File: config.mk
export PLATFORM = sky130hd
export DESIGN_NAME = trace_address_compression
export DESIGN_NICKNAME = d
export VERILOG_FILES = /design/src/pkg/trace_comp_pkg.sv /design/src/rtl/trace_address_compression.sv
export VERILOG_INCLUDE_DIRS = /design/src /design/src/pkg
export SDC_FILE = /design/constraint.sdc
export NUM_CORES = 2
export LEC_CHECK = 0
export ABC_AREA = 1
export BUFFER_PORTS_ARGS = -buffer_cell sky130_fd_sc_hd__clkbuf_2
export CORE_MARGIN = 10
export CORE_UTILIZATION = 35
export CTS_CLUSTER_SIZE = 30
export DETAILED_ROUTE_END_ITERATION = 7
export PLACE_DENSITY = 0.54
export SLEW_MARGIN = 25
export SYNTH_ARGS = -nofsm -noshare
export SYNTH_HDL_FRONTEND = slang
export SYNTH_SLANG_ARGS = --single-unit
File: constraint.sdc
create_clock -name core_clk_i -period 2.7 [get_ports core_clk_i]
set_input_delay 0.135 -clock core_clk_i [delete_from_list [all_inputs] [get_ports core_clk_i]]
set_output_delay 0.135 -clock core_clk_i [all_outputs]
set_load 0.01 [all_outputs]
File: src/pkg/trace_comp_defs.svh
// Purpose: Constants for the trace address compression block
// Assumes: Included by the package and the design file
// Notes:   Definitions only
`ifndef TRACE_COMP_DEFS_SVH
`define TRACE_COMP_DEFS_SVH

`define TAC_ADDR_W       64
`define TAC_ISA_W        2
`define TAC_SIZE_W       4
`define TAC_SPEC_W       5
`define TAC_RS_CNT_W     4
`define TAC_ISA_DEFAULT  2'h0
`define TAC_ADDR_ZERO    64'h0
`define TAC_HIST_DEPTH   3
`define TAC_RS_DEPTH     3
`define TAC_RS_MAX       15
`define TAC_SHORT_W      16
`define TAC_FIFO_DEPTH   2'h2

`endif

File: src/pkg/trace_comp_pkg.sv
// Purpose: Types for the trace address compression block
// Assumes: trace_comp_defs.svh gives the widths
// Notes:   Element in, packet out
`include "trace_comp_defs.svh"

package trace_comp_pkg;

  typedef enum logic [3:0] {
    EK_P0     = 4'h0,
    EK_TGT    = 4'h1,
    EK_SRC    = 4'h2,
    EK_EXC    = 4'h3,
    EK_TXF    = 4'h4,
    EK_RST    = 4'h5,
    EK_QTGT   = 4'h6,
    EK_INFO   = 4'h7,
    EK_ON     = 4'h8,
    EK_BBR    = 4'h9,
    EK_COMMIT = 4'hA
  } elem_kind_e;

  typedef enum logic [3:0] {
    PK_ATOM       = 4'h0,
    PK_ADDR_EXACT = 4'h1,
    PK_ADDR_SHORT = 4'h2,
    PK_ADDR_LONG  = 4'h3,
    PK_COMMIT     = 4'h4,
    PK_INFO       = 4'h5,
    PK_ON         = 4'h6,
    PK_TXF        = 4'h7,
    PK_RST        = 4'h8
  } pkt_kind_e;

  typedef struct packed {
    logic [`TAC_ADDR_W-1:0] addr;
    logic [`TAC_ISA_W-1:0]  isa;
  } addr_ent_s;

  typedef struct packed {
    elem_kind_e             kind;
    addr_ent_s              ent;
    logic [`TAC_SIZE_W-1:0] size;
    logic                   is_bl;
    logic                   is_ind;
    logic                   atom_e;
    logic                   final_e;
    logic                   q_implied;
    logic                   in_bbr;
    logic                   unknown;
    logic                   corrected;
  } elem_s;

  typedef struct packed {
    pkt_kind_e  kind;
    logic [1:0] idx;
  } form_s;

  typedef struct packed {
    pkt_kind_e  kind;
    elem_kind_e src;
    addr_ent_s  ent;
    logic [1:0] match_idx;
    logic       atom_e;
    logic       implied_commit;
    logic       rs_popped;
  } pkt_s;

endpackage

File: src/rtl/trace_address_compression.sv
// Purpose: Address compression, implied commits and return stack for the trace byte stream
// Assumes: One element offered per cycle; inputs synchronous to core_clk_i
// Notes:   Two-entry buffer in front of the packet output
// Functional notes
// - Imply commit when speculation exceeds maximum depth
// - No commit packet for an implied commit
// - Keep last three explicit addresses
// - Push target, source, Q addresses to history
// - Exception pushes preferred return address
// - Unknown failure/reset address pushes zero, default
// - Target and Q pick exact or compressed
// - Source address picks exact or compressed
// - Exception address picks exact or compressed
// - Trace info zeroes all history entries
// - Return stack depth fixed, 0 to 15
// - Taken traced branch-with-link pushes return address
// - Push shifts entries down, new on top
// - Push when full drops oldest entry
// - Push follows initial prediction only
// - No push for Q-implied branch-with-link
// - No push inside branch broadcasting region
// - Pop when indirect target matches top
// - Pop suppresses target, shifts entries up
// - No pop for Q-implied indirect
// - Mispredict correction target never pops
// - Pop decided by final atom status
// - Clear stack on info, trace on, broadcast
// - Push before pop on combined instruction
`timescale 1ns/1ns
`include "trace_comp_defs.svh"

module trace_address_compression #(
  parameter int HIST_N   = `TAC_HIST_DEPTH,
  parameter int RS_DEPTH = `TAC_RS_DEPTH
) (
  // Clock and reset
  input  wire logic                   core_clk_i,
  input  wire logic                   nrst_i,
  // Configuration
  input  wire logic                   return_stack_enable_i,
  input  wire logic [`TAC_SPEC_W-1:0] max_speculation_depth_i,
  // Element stream from the processing element
  input  wire logic                   in_valid_i,
  output logic                        in_ready_o,
  input  trace_comp_pkg::elem_s       in_elem_i,
  // Packet stream to the trace output
  output logic                        out_valid_o,
  input  wire logic                   out_ready_i,
  output trace_comp_pkg::pkt_s        out_pkt_o,
  // Status
  output logic [`TAC_SPEC_W-1:0]      spec_count_o,
  output logic [`TAC_RS_CNT_W-1:0]    rs_count_o
);

  localparam int RS_N = (RS_DEPTH == 0) ? 1 : RS_DEPTH;
  localparam logic RS_PRESENT = (RS_DEPTH != 0);
  localparam logic [`TAC_RS_CNT_W-1:0] RS_FULL = `TAC_RS_CNT_W'(RS_DEPTH);

  typedef trace_comp_pkg::addr_ent_s [HIST_N-1:0] hist_t;
  typedef trace_comp_pkg::addr_ent_s [RS_N-1:0]   rstack_t;

  typedef struct packed {
    hist_t                              hist;
    rstack_t                            rs;
    logic [`TAC_RS_CNT_W-1:0]           rs_cnt;
    logic [`TAC_SPEC_W-1:0]             spec;
    trace_comp_pkg::pkt_s [1:0]         fifo;
    logic                               rd;
    logic [1:0]                         cnt;
  } st_s;

  st_s cur;
  st_s next_st;

  function automatic trace_comp_pkg::addr_ent_s zero_ent();
    trace_comp_pkg::addr_ent_s e;
    e.addr = `TAC_ADDR_ZERO;
    e.isa  = `TAC_ISA_DEFAULT;
    return e;
  endfunction

  // Newest address goes to entry 0, oldest falls off
  function automatic hist_t hist_push(hist_t h, trace_comp_pkg::addr_ent_s e);
    hist_t r;
    r = h;
    for (int i = HIST_N - 1; i > 0; i--) begin
      r[i] = h[i-1];
    end
    r[0] = e;
    return r;
  endfunction

  // Exact match against any entry, else compressed against the newest
  function automatic trace_comp_pkg::form_s addr_form(hist_t h, trace_comp_pkg::addr_ent_s e);
    trace_comp_pkg::form_s f;
    f.idx = 2'h0;
    if ((e.isa == h[0].isa) &&
        (e.addr[`TAC_ADDR_W-1:`TAC_SHORT_W] == h[0].addr[`TAC_ADDR_W-1:`TAC_SHORT_W])) begin
      f.kind = trace_comp_pkg::PK_ADDR_SHORT;
    end else begin
      f.kind = trace_comp_pkg::PK_ADDR_LONG;
    end
    for (int i = HIST_N - 1; i >= 0; i--) begin
      if (h[i] == e) begin
        f.kind = trace_comp_pkg::PK_ADDR_EXACT;
        f.idx  = 2'(i);
      end
    end
    return f;
  endfunction

  logic                      accept;
  logic                      emit;
  trace_comp_pkg::pkt_s      pkt;
  trace_comp_pkg::form_s     form;
  trace_comp_pkg::addr_ent_s ret_ent;
  logic                      do_push;
  logic                      do_pop;
  logic                      pop_out;
  logic [`TAC_SPEC_W-1:0]    spec_inc;

  assign in_ready_o   = (cur.cnt != `TAC_FIFO_DEPTH);
  assign accept       = in_valid_i && in_ready_o;
  assign out_valid_o  = (cur.cnt != 2'h0);
  assign out_pkt_o    = cur.fifo[cur.rd];
  assign pop_out      = out_valid_o && out_ready_i;
  assign spec_count_o = cur.spec;
  assign rs_count_o   = cur.rs_cnt;

  always_comb begin
    next_st  = cur;
    emit     = 1'b0;
    do_push  = 1'b0;
    do_pop   = 1'b0;
    spec_inc = cur.spec + `TAC_SPEC_W'(1);
    form     = addr_form(cur.hist, in_elem_i.ent);
    ret_ent.addr = in_elem_i.ent.addr + `TAC_ADDR_W'(in_elem_i.size);
    ret_ent.isa  = in_elem_i.ent.isa;
    pkt.kind           = trace_comp_pkg::PK_ATOM;
    pkt.src            = in_elem_i.kind;
    pkt.ent            = in_elem_i.ent;
    pkt.match_idx      = form.idx;
    pkt.atom_e         = in_elem_i.atom_e;
    pkt.implied_commit = 1'b0;
    pkt.rs_popped      = 1'b0;

    if (accept) begin
      case (in_elem_i.kind)
        trace_comp_pkg::EK_P0: begin
          emit = 1'b1;
          if (spec_inc > max_speculation_depth_i) begin
            pkt.implied_commit = 1'b1;
            next_st.spec       = cur.spec;
          end else begin
            next_st.spec = spec_inc;
          end
          // Push first so a combined instruction pops its own return address
          do_push = RS_PRESENT && return_stack_enable_i && in_elem_i.is_bl && in_elem_i.atom_e &&
                    !in_elem_i.q_implied && !in_elem_i.in_bbr;
          if (do_push) begin
            for (int i = RS_N - 1; i > 0; i--) begin
              next_st.rs[i] = cur.rs[i-1];
            end
            next_st.rs[0] = ret_ent;
            if (cur.rs_cnt != RS_FULL) begin
              next_st.rs_cnt = cur.rs_cnt + `TAC_RS_CNT_W'(1);
            end
          end
          if (in_elem_i.is_ind && in_elem_i.final_e) begin
            do_pop = RS_PRESENT && !in_elem_i.q_implied &&
                     (next_st.rs_cnt != `TAC_RS_CNT_W'(0)) &&
                     (next_st.rs[0] == in_elem_i.ent);
            if (do_pop) begin
              for (int i = 0; i < RS_N - 1; i++) begin
                next_st.rs[i] = next_st.rs[i+1];
              end
              next_st.rs[RS_N-1] = zero_ent();
              next_st.rs_cnt     = next_st.rs_cnt - `TAC_RS_CNT_W'(1);
              pkt.rs_popped      = 1'b1;
            end else begin
              pkt.kind     = form.kind;
              next_st.hist = hist_push(cur.hist, in_elem_i.ent);
            end
          end
        end
        trace_comp_pkg::EK_TGT, trace_comp_pkg::EK_QTGT: begin
          // Corrected targets and Q addresses never touch the stack
          emit         = 1'b1;
          pkt.kind     = form.kind;
          next_st.hist = hist_push(cur.hist, in_elem_i.ent);
        end
        trace_comp_pkg::EK_SRC: begin
          emit         = 1'b1;
          pkt.kind     = form.kind;
          next_st.hist = hist_push(cur.hist, in_elem_i.ent);
        end
        trace_comp_pkg::EK_EXC: begin
          emit         = 1'b1;
          pkt.kind     = form.kind;
          next_st.hist = hist_push(cur.hist, in_elem_i.ent);
        end
        trace_comp_pkg::EK_TXF, trace_comp_pkg::EK_RST: begin
          emit     = 1'b1;
          pkt.kind = (in_elem_i.kind == trace_comp_pkg::EK_TXF) ? trace_comp_pkg::PK_TXF
                                                                : trace_comp_pkg::PK_RST;
          if (in_elem_i.unknown) begin
            pkt.ent      = zero_ent();
            next_st.hist = hist_push(cur.hist, zero_ent());
          end else begin
            next_st.hist = hist_push(cur.hist, in_elem_i.ent);
          end
        end
        trace_comp_pkg::EK_INFO: begin
          emit     = 1'b1;
          pkt.kind = trace_comp_pkg::PK_INFO;
          for (int i = 0; i < HIST_N; i++) begin
            next_st.hist[i] = zero_ent();
          end
          next_st.rs_cnt = `TAC_RS_CNT_W'(0);
          next_st.spec   = `TAC_SPEC_W'(0);
        end
        trace_comp_pkg::EK_ON: begin
          emit           = 1'b1;
          pkt.kind       = trace_comp_pkg::PK_ON;
          next_st.rs_cnt = `TAC_RS_CNT_W'(0);
        end
        trace_comp_pkg::EK_BBR: begin
          next_st.rs_cnt = `TAC_RS_CNT_W'(0);
        end
        trace_comp_pkg::EK_COMMIT: begin
          // A commit already implied leaves nothing to resolve
          if (cur.spec != `TAC_SPEC_W'(0)) begin
            emit         = 1'b1;
            pkt.kind     = trace_comp_pkg::PK_COMMIT;
            next_st.spec = cur.spec - `TAC_SPEC_W'(1);
          end
        end
        default: begin
          emit = 1'b0;
        end
      endcase
    end

    if (emit) begin
      next_st.fifo[cur.rd ^ cur.cnt[0]] = pkt;
    end
    if (pop_out) begin
      next_st.rd = ~cur.rd;
    end
    next_st.cnt = cur.cnt + {1'b0, emit} - {1'b0, pop_out};
  end

  always_ff @(posedge core_clk_i or negedge nrst_i) begin
    if (!nrst_i) begin
      cur <= '0;
    end else begin
      cur <= next_st;
    end
  end

  // Checks
  chk_spec_bound: assert property (@(posedge core_clk_i) disable iff (!nrst_i)
    (accept && in_elem_i.kind == trace_comp_pkg::EK_P0 && $stable(max_speculation_depth_i)
      && cur.spec == max_speculation_depth_i) |=> (cur.spec == $past(cur.spec)))
    else $error("speculation count passed the maximum depth");

  chk_no_dup_commit: assert property (@(posedge core_clk_i) disable iff (!nrst_i)
    (accept && in_elem_i.kind == trace_comp_pkg::EK_COMMIT && cur.spec == `TAC_SPEC_W'(0) && !pop_out)
      |=> (cur.cnt == $past(cur.cnt)))
    else $error("commit packet sent for an implied commit");

  chk_hist_target: assert property (@(posedge core_clk_i) disable iff (!nrst_i)
    (accept && (in_elem_i.kind == trace_comp_pkg::EK_TGT || in_elem_i.kind == trace_comp_pkg::EK_SRC))
      |=> (cur.hist[0] == $past(in_elem_i.ent)) && (cur.hist[1] == $past(cur.hist[0])))
    else $error("address not pushed into history");

  chk_unknown_zero: assert property (@(posedge core_clk_i) disable iff (!nrst_i)
    (accept && in_elem_i.unknown &&
      (in_elem_i.kind == trace_comp_pkg::EK_TXF || in_elem_i.kind == trace_comp_pkg::EK_RST))
      |=> (cur.hist[0].addr == `TAC_ADDR_ZERO) && (cur.hist[0].isa == `TAC_ISA_DEFAULT))
    else $error("unknown address not recorded as zero");

  chk_info_hist: assert property (@(posedge core_clk_i) disable iff (!nrst_i)
    (accept && in_elem_i.kind == trace_comp_pkg::EK_INFO)
      |=> (cur.hist[HIST_N-1] == '0) && (cur.hist[0] == '0) && (cur.spec == '0))
    else $error("history not cleared by trace info");

  chk_rs_clear: assert property (@(posedge core_clk_i) disable iff (!nrst_i)
    (accept && (in_elem_i.kind == trace_comp_pkg::EK_ON || in_elem_i.kind == trace_comp_pkg::EK_BBR))
      |=> (rs_count_o == `TAC_RS_CNT_W'(0)))
    else $error("return stack not cleared");

  chk_q_no_push: assert property (@(posedge core_clk_i) disable iff (!nrst_i)
    (accept && in_elem_i.kind == trace_comp_pkg::EK_P0 &&
      (in_elem_i.q_implied || (in_elem_i.in_bbr && !in_elem_i.is_ind)))
      |=> (rs_count_o == $past(rs_count_o)))
    else $error("stack changed for a Q-implied or broadcast branch");

  chk_push_top: assert property (@(posedge core_clk_i) disable iff (!nrst_i)
    (accept && do_push && !do_pop) |=> (cur.rs[0].addr == $past(ret_ent.addr))
      && (rs_count_o == (($past(rs_count_o) == RS_FULL) ? RS_FULL : $past(rs_count_o) + 4'h1)))
    else $error("return address push wrong");

  chk_pop_suppress: assert property (@(posedge core_clk_i) disable iff (!nrst_i)
    (accept && do_pop) |-> ##1 (cur.fifo[$past(cur.rd ^ cur.cnt[0])].kind == trace_comp_pkg::PK_ATOM))
    else $error("popped target still sent as address");

  chk_fifo_hold: assert property (@(posedge core_clk_i) disable iff (!nrst_i)
    (out_valid_o && !out_ready_i) |=> out_valid_o && $stable(out_pkt_o))
    else $error("packet output changed while stalled");

endmodule // trace_address_compression

==> results.md <==
* Status: finished with violations
* Failing checks: negative hold slack, negative setup slack
* Max-cap violations at 0
* CP Data Arrival Time at between 3 and 4 ns
* Most used DFF post-synth: dfrtp_1
* Post-layout min period at around 3.3 ns
* Post-synth top area cell: dfrtp_1
* Pre-CTS setup slack at -1.27 ns
* Final nets at around 5.5k
* Drt drc at 0
* CTS clk-pin slew, worst paths at about 0.060 ns
* Synth async-reset ratio at 100%
* Pleak at 0.0224 uW
* Critical Path Start Type: flip-flop
* Clock skew at 0.0342 ns
* Die H at around 330 um
* Setup Crit Path Kind: flip-flop to flip-flop
* Placed insts at between 6k and 7k
* Area share of the largest cell type after synthesis at between 40% and 50%
* Final setup TNS at -194.63 ns
* Area Overhead vs Synth at 32.1%
* # clock sinks at 566
* CTS root buffer: clkbuf_16
* Drt wl/cell at between 20 and 25 um
* Peak supply drop at 589 uV
* Final core utilization at 46.5%
* Fillers at roughly 9.8k
* Synth top area cells: dfrtp_1, nand2_1, o21ai_0, inv_1, nand3_1
* Final Routed Wirelength at 137000 um
* Initial Util at 35.2%
* Die X at about 330 um
* Clk_lat worst skew at 0.64 ns
* Endpoints failing setup at between 400 and 500
* CTS HTree Levels at 3
* Dpl hpwl at between 90000 and 100000 um
* Hold Vio Cnt, Final at 2
* CTS Buf Count at 70
* Number of synthesized flops with an enable pin at 0
* Final Non-Filler Cells at slightly below 7k
* Worst hold path class: input pin to flip-flop
* Power per cell area at approximately 870 nW/um^2
* Placement Rows at around 120
* FMAX at roughly 300 MHz
* Share of layout cells above drive strength 1 at roughly a quarter
* Post-route ant nets at 0
* Seq cells post-synth at 566
* Total GRT Usage at a little under a quarter
* Worst slew margin at around a third
* Yosys warns at 0
* Critical path required time at between 3 and 4 ns
* Via density at 5.12
* Most common cell in the synthesized netlist: nand2_1
* Final setup margin at -0.606 ns
* 1st-pass router iterations at 6
* Net Count, Synth at 4925
* Worst hold slack at -0.0119 ns
* Post-Synthesis Cells at ~4.8k
* Tcrit/Tclk final at 122%
* Post-Synthesis Cell Area at around 35000 um^2
* IO Port Bufs at 180
* Netlist cell types at 45
* Final Max Tran Viols at 0
* Mean Syn Cell Area at roughly 7 um^2
* Vias post-DR at around 35k
* Placer Congestion at 0.990
* First-pass GRT wire length at 201000 um
* Worst Setup End Kind: flip-flop
* TritonCTS clock tree: built
* Most frequent cells after synthesis: nand2_1, dfrtp_1, o21ai_0
* Core area at ~100000 um^2
* RSZ-0062 raised after global routing: yes
* Slew @ Worst Pin at 1.02 ns
* Die area at roughly 110000 um^2
* First DRT Iteration DRCs at roughly 3k
* Total congestion overflow at 0
* Sequential-to-total area share from yosys stat at between 40% and 50%
* # IOs at ~180
* Vias in the first global route at 32.7k
* Largest net degree at the start of global routing at 95
* Crit-path max FO at 7
* Antenna violations before repair at 12
* Worst-case clock buffer depth at 3
-- area by class of cell --
class / count / area [um^2] / share of cell area [%]
antenna: 3 / 7.51 / 0.0164
clock buffer: 100 / 2040 / 4.46
clock inverter: 19 / 312 / 0.683
inverter: 436 / 1640 / 3.60
multi-input combinational: 3484 / 18100 / 39.5
sequential: 566 / 14200 / 31.0
tap: 1287 / 1610 / 3.53
timing repair buffer: 878 / 7820 / 17.1
-- kinds of logic after synthesis --
family          count (synthesis)  synth area share (%)
simple gates                 2334                  28.3
buf+inv                       766                  10.0
flops                         566                  41.0
xor+xnor                      172                  4.36
compound gates                961                  15.7
fa+ha+maj                      17                 0.637
-- timing repair --
| action | CTS | global route |
|---|---|---|
| resized for setup | 115 | 283 |
| setup endpoints to repair | 406 | 415 |
| pin swaps | 13 | 43 |
| hold buffers | 33 | 0 |
| cloned | 13 | 27 |
| endpoints found under the hold margin | 100 | 0 |
| buffers inserted | 20 | 12 |
-- state kept, by name, summed over array words and instances, names as in the netlist --
signal / flops
cur: 557
spec_count_o: 5
rs_count_o: 4
-- worst max-delay path: stages, from the launching register on --
cell       delay (ns)
dfrtp_1          0.41
ha_4             0.19
nand3_4          0.08
nand2_4          0.08
xor2_4           0.18
ha_4             0.18
nand3_4          0.09
nand2_2          0.06
nor2_1           0.10
nand2_1          0.07
nor2_2           0.12
nand3_2          0.14
nor2_4           0.19
nand3_4          0.10
nor2_4           0.15
nand2_4          0.08
nand2_2          0.07
nand2_2          0.06
nand3_4          0.12
buf_12           0.14
buf_8            0.13
buf_12           0.17
clkbuf_16        0.18
nand2_4          0.04
o21ai_1          0.07
-- report_power, final --
group	leakage, uW	switching [uW]	internal, uW	total (uW)
Clock	0.00115	3980	5840	9820
Combinational	0.0141	9440	6380	15800
Sequential	0.00709	2150	11800	14000
Total	0.0224	15600	24100	39600
-- metal layers --
metal / GRT usage (%) / wire length (um) / vias to the layer above
met5: 0 / 61 / -
met4: 6.43 / 4140 / 10
met3: 3.67 / 9070 / 234
met2: 36.9 / 61900 / 1105
met1: 32.2 / 61600 / 16637
li1: - / - / 16682
-- layout by cell type, fill, tap and decap left out, types with 5 or more instances in the layout --
cell | synthesis | final
xnor2_1 | 92 | 92
o21ai_1 | 160 | 220
inv_1 | 419 | 414
nor2_4 | 12 | 16
or2_2 | 51 | 51
buf_6 | 41 | 18
o21ai_0 | 517 | 419
ha_1 | 16 | 12
clkbuf_2 | 0 | 179
dfrtp_1 | 566 | 565
nand4_1 | 51 | 51
nor3_1 | 19 | 19
o211ai_1 | 74 | 74
nand3_4 | 1 | 6
a21oi_4 | 0 | 6
clkbuf_1 | 153 | 14
nand2_2 | 22 | 56
nor4_1 | 18 | 18
nor2_2 | 27 | 28
buf_12 | 0 | 58
inv_2 | 13 | 15
buf_16 | 0 | 17
o211ai_2 | 6 | 6
nor2_1 | 159 | 154
a21oi_2 | 0 | 33
clkbuf_16 | 0 | 92
nand2_1 | 1661 | 1574
clkinv_2 | 0 | 6
nand2_4 | 4 | 56
buf_8 | 1 | 9
bufinv_16 | 0 | 6
clkbuf_8 | 0 | 15
a21oi_1 | 96 | 57
nand3_1 | 295 | 264
dlygate4sd3_1 | 0 | 33
nand3_2 | 4 | 30
buf_4 | 52 | 542
xor2_1 | 80 | 79
nand3b_1 | 5 | 5
o21ai_2 | 98 | 135
-- through the flow --
step / cell area (um^2) / total power, uW
floorplan: 34800 / 23000
global placement: 40500 / 28400
detailed placement: 40500 / 28700
CTS: 44100 / 39000
global route: 45600 / 42500
finish: 45600 / 39600
-- final timing paths --
| kind | startpoint | endpoint | slack [ns] | cells after the start |
|---|---|---|---|---|
| min | in_elem_i[5] | cur[5]$_DFFE_PN0P_ | -0.01 | 3 |
| max | rs_count_o[0]$_DFFE_PN0P_ | cur[514]$_DFFE_PN0P_ | -0.61 | 24 |
| min reg2reg | cur[157]$_DFFE_PN0P_ | cur[157]$_DFFE_PN0P_ | 0.48 | 2 |
| max in group asynchronous | nrst_i | cur[557]$_DFFE_PN0P_ | 1.64 | 3 |
| max reg2reg | rs_count_o[0]$_DFFE_PN0P_ | cur[514]$_DFFE_PN0P_ | -0.61 | 24 |
| min in group asynchronous | nrst_i | cur[303]$_DFFE_PN0P_ | 0.15 | 2 |
Note: power is estimated with default switching activity, not from simulation.
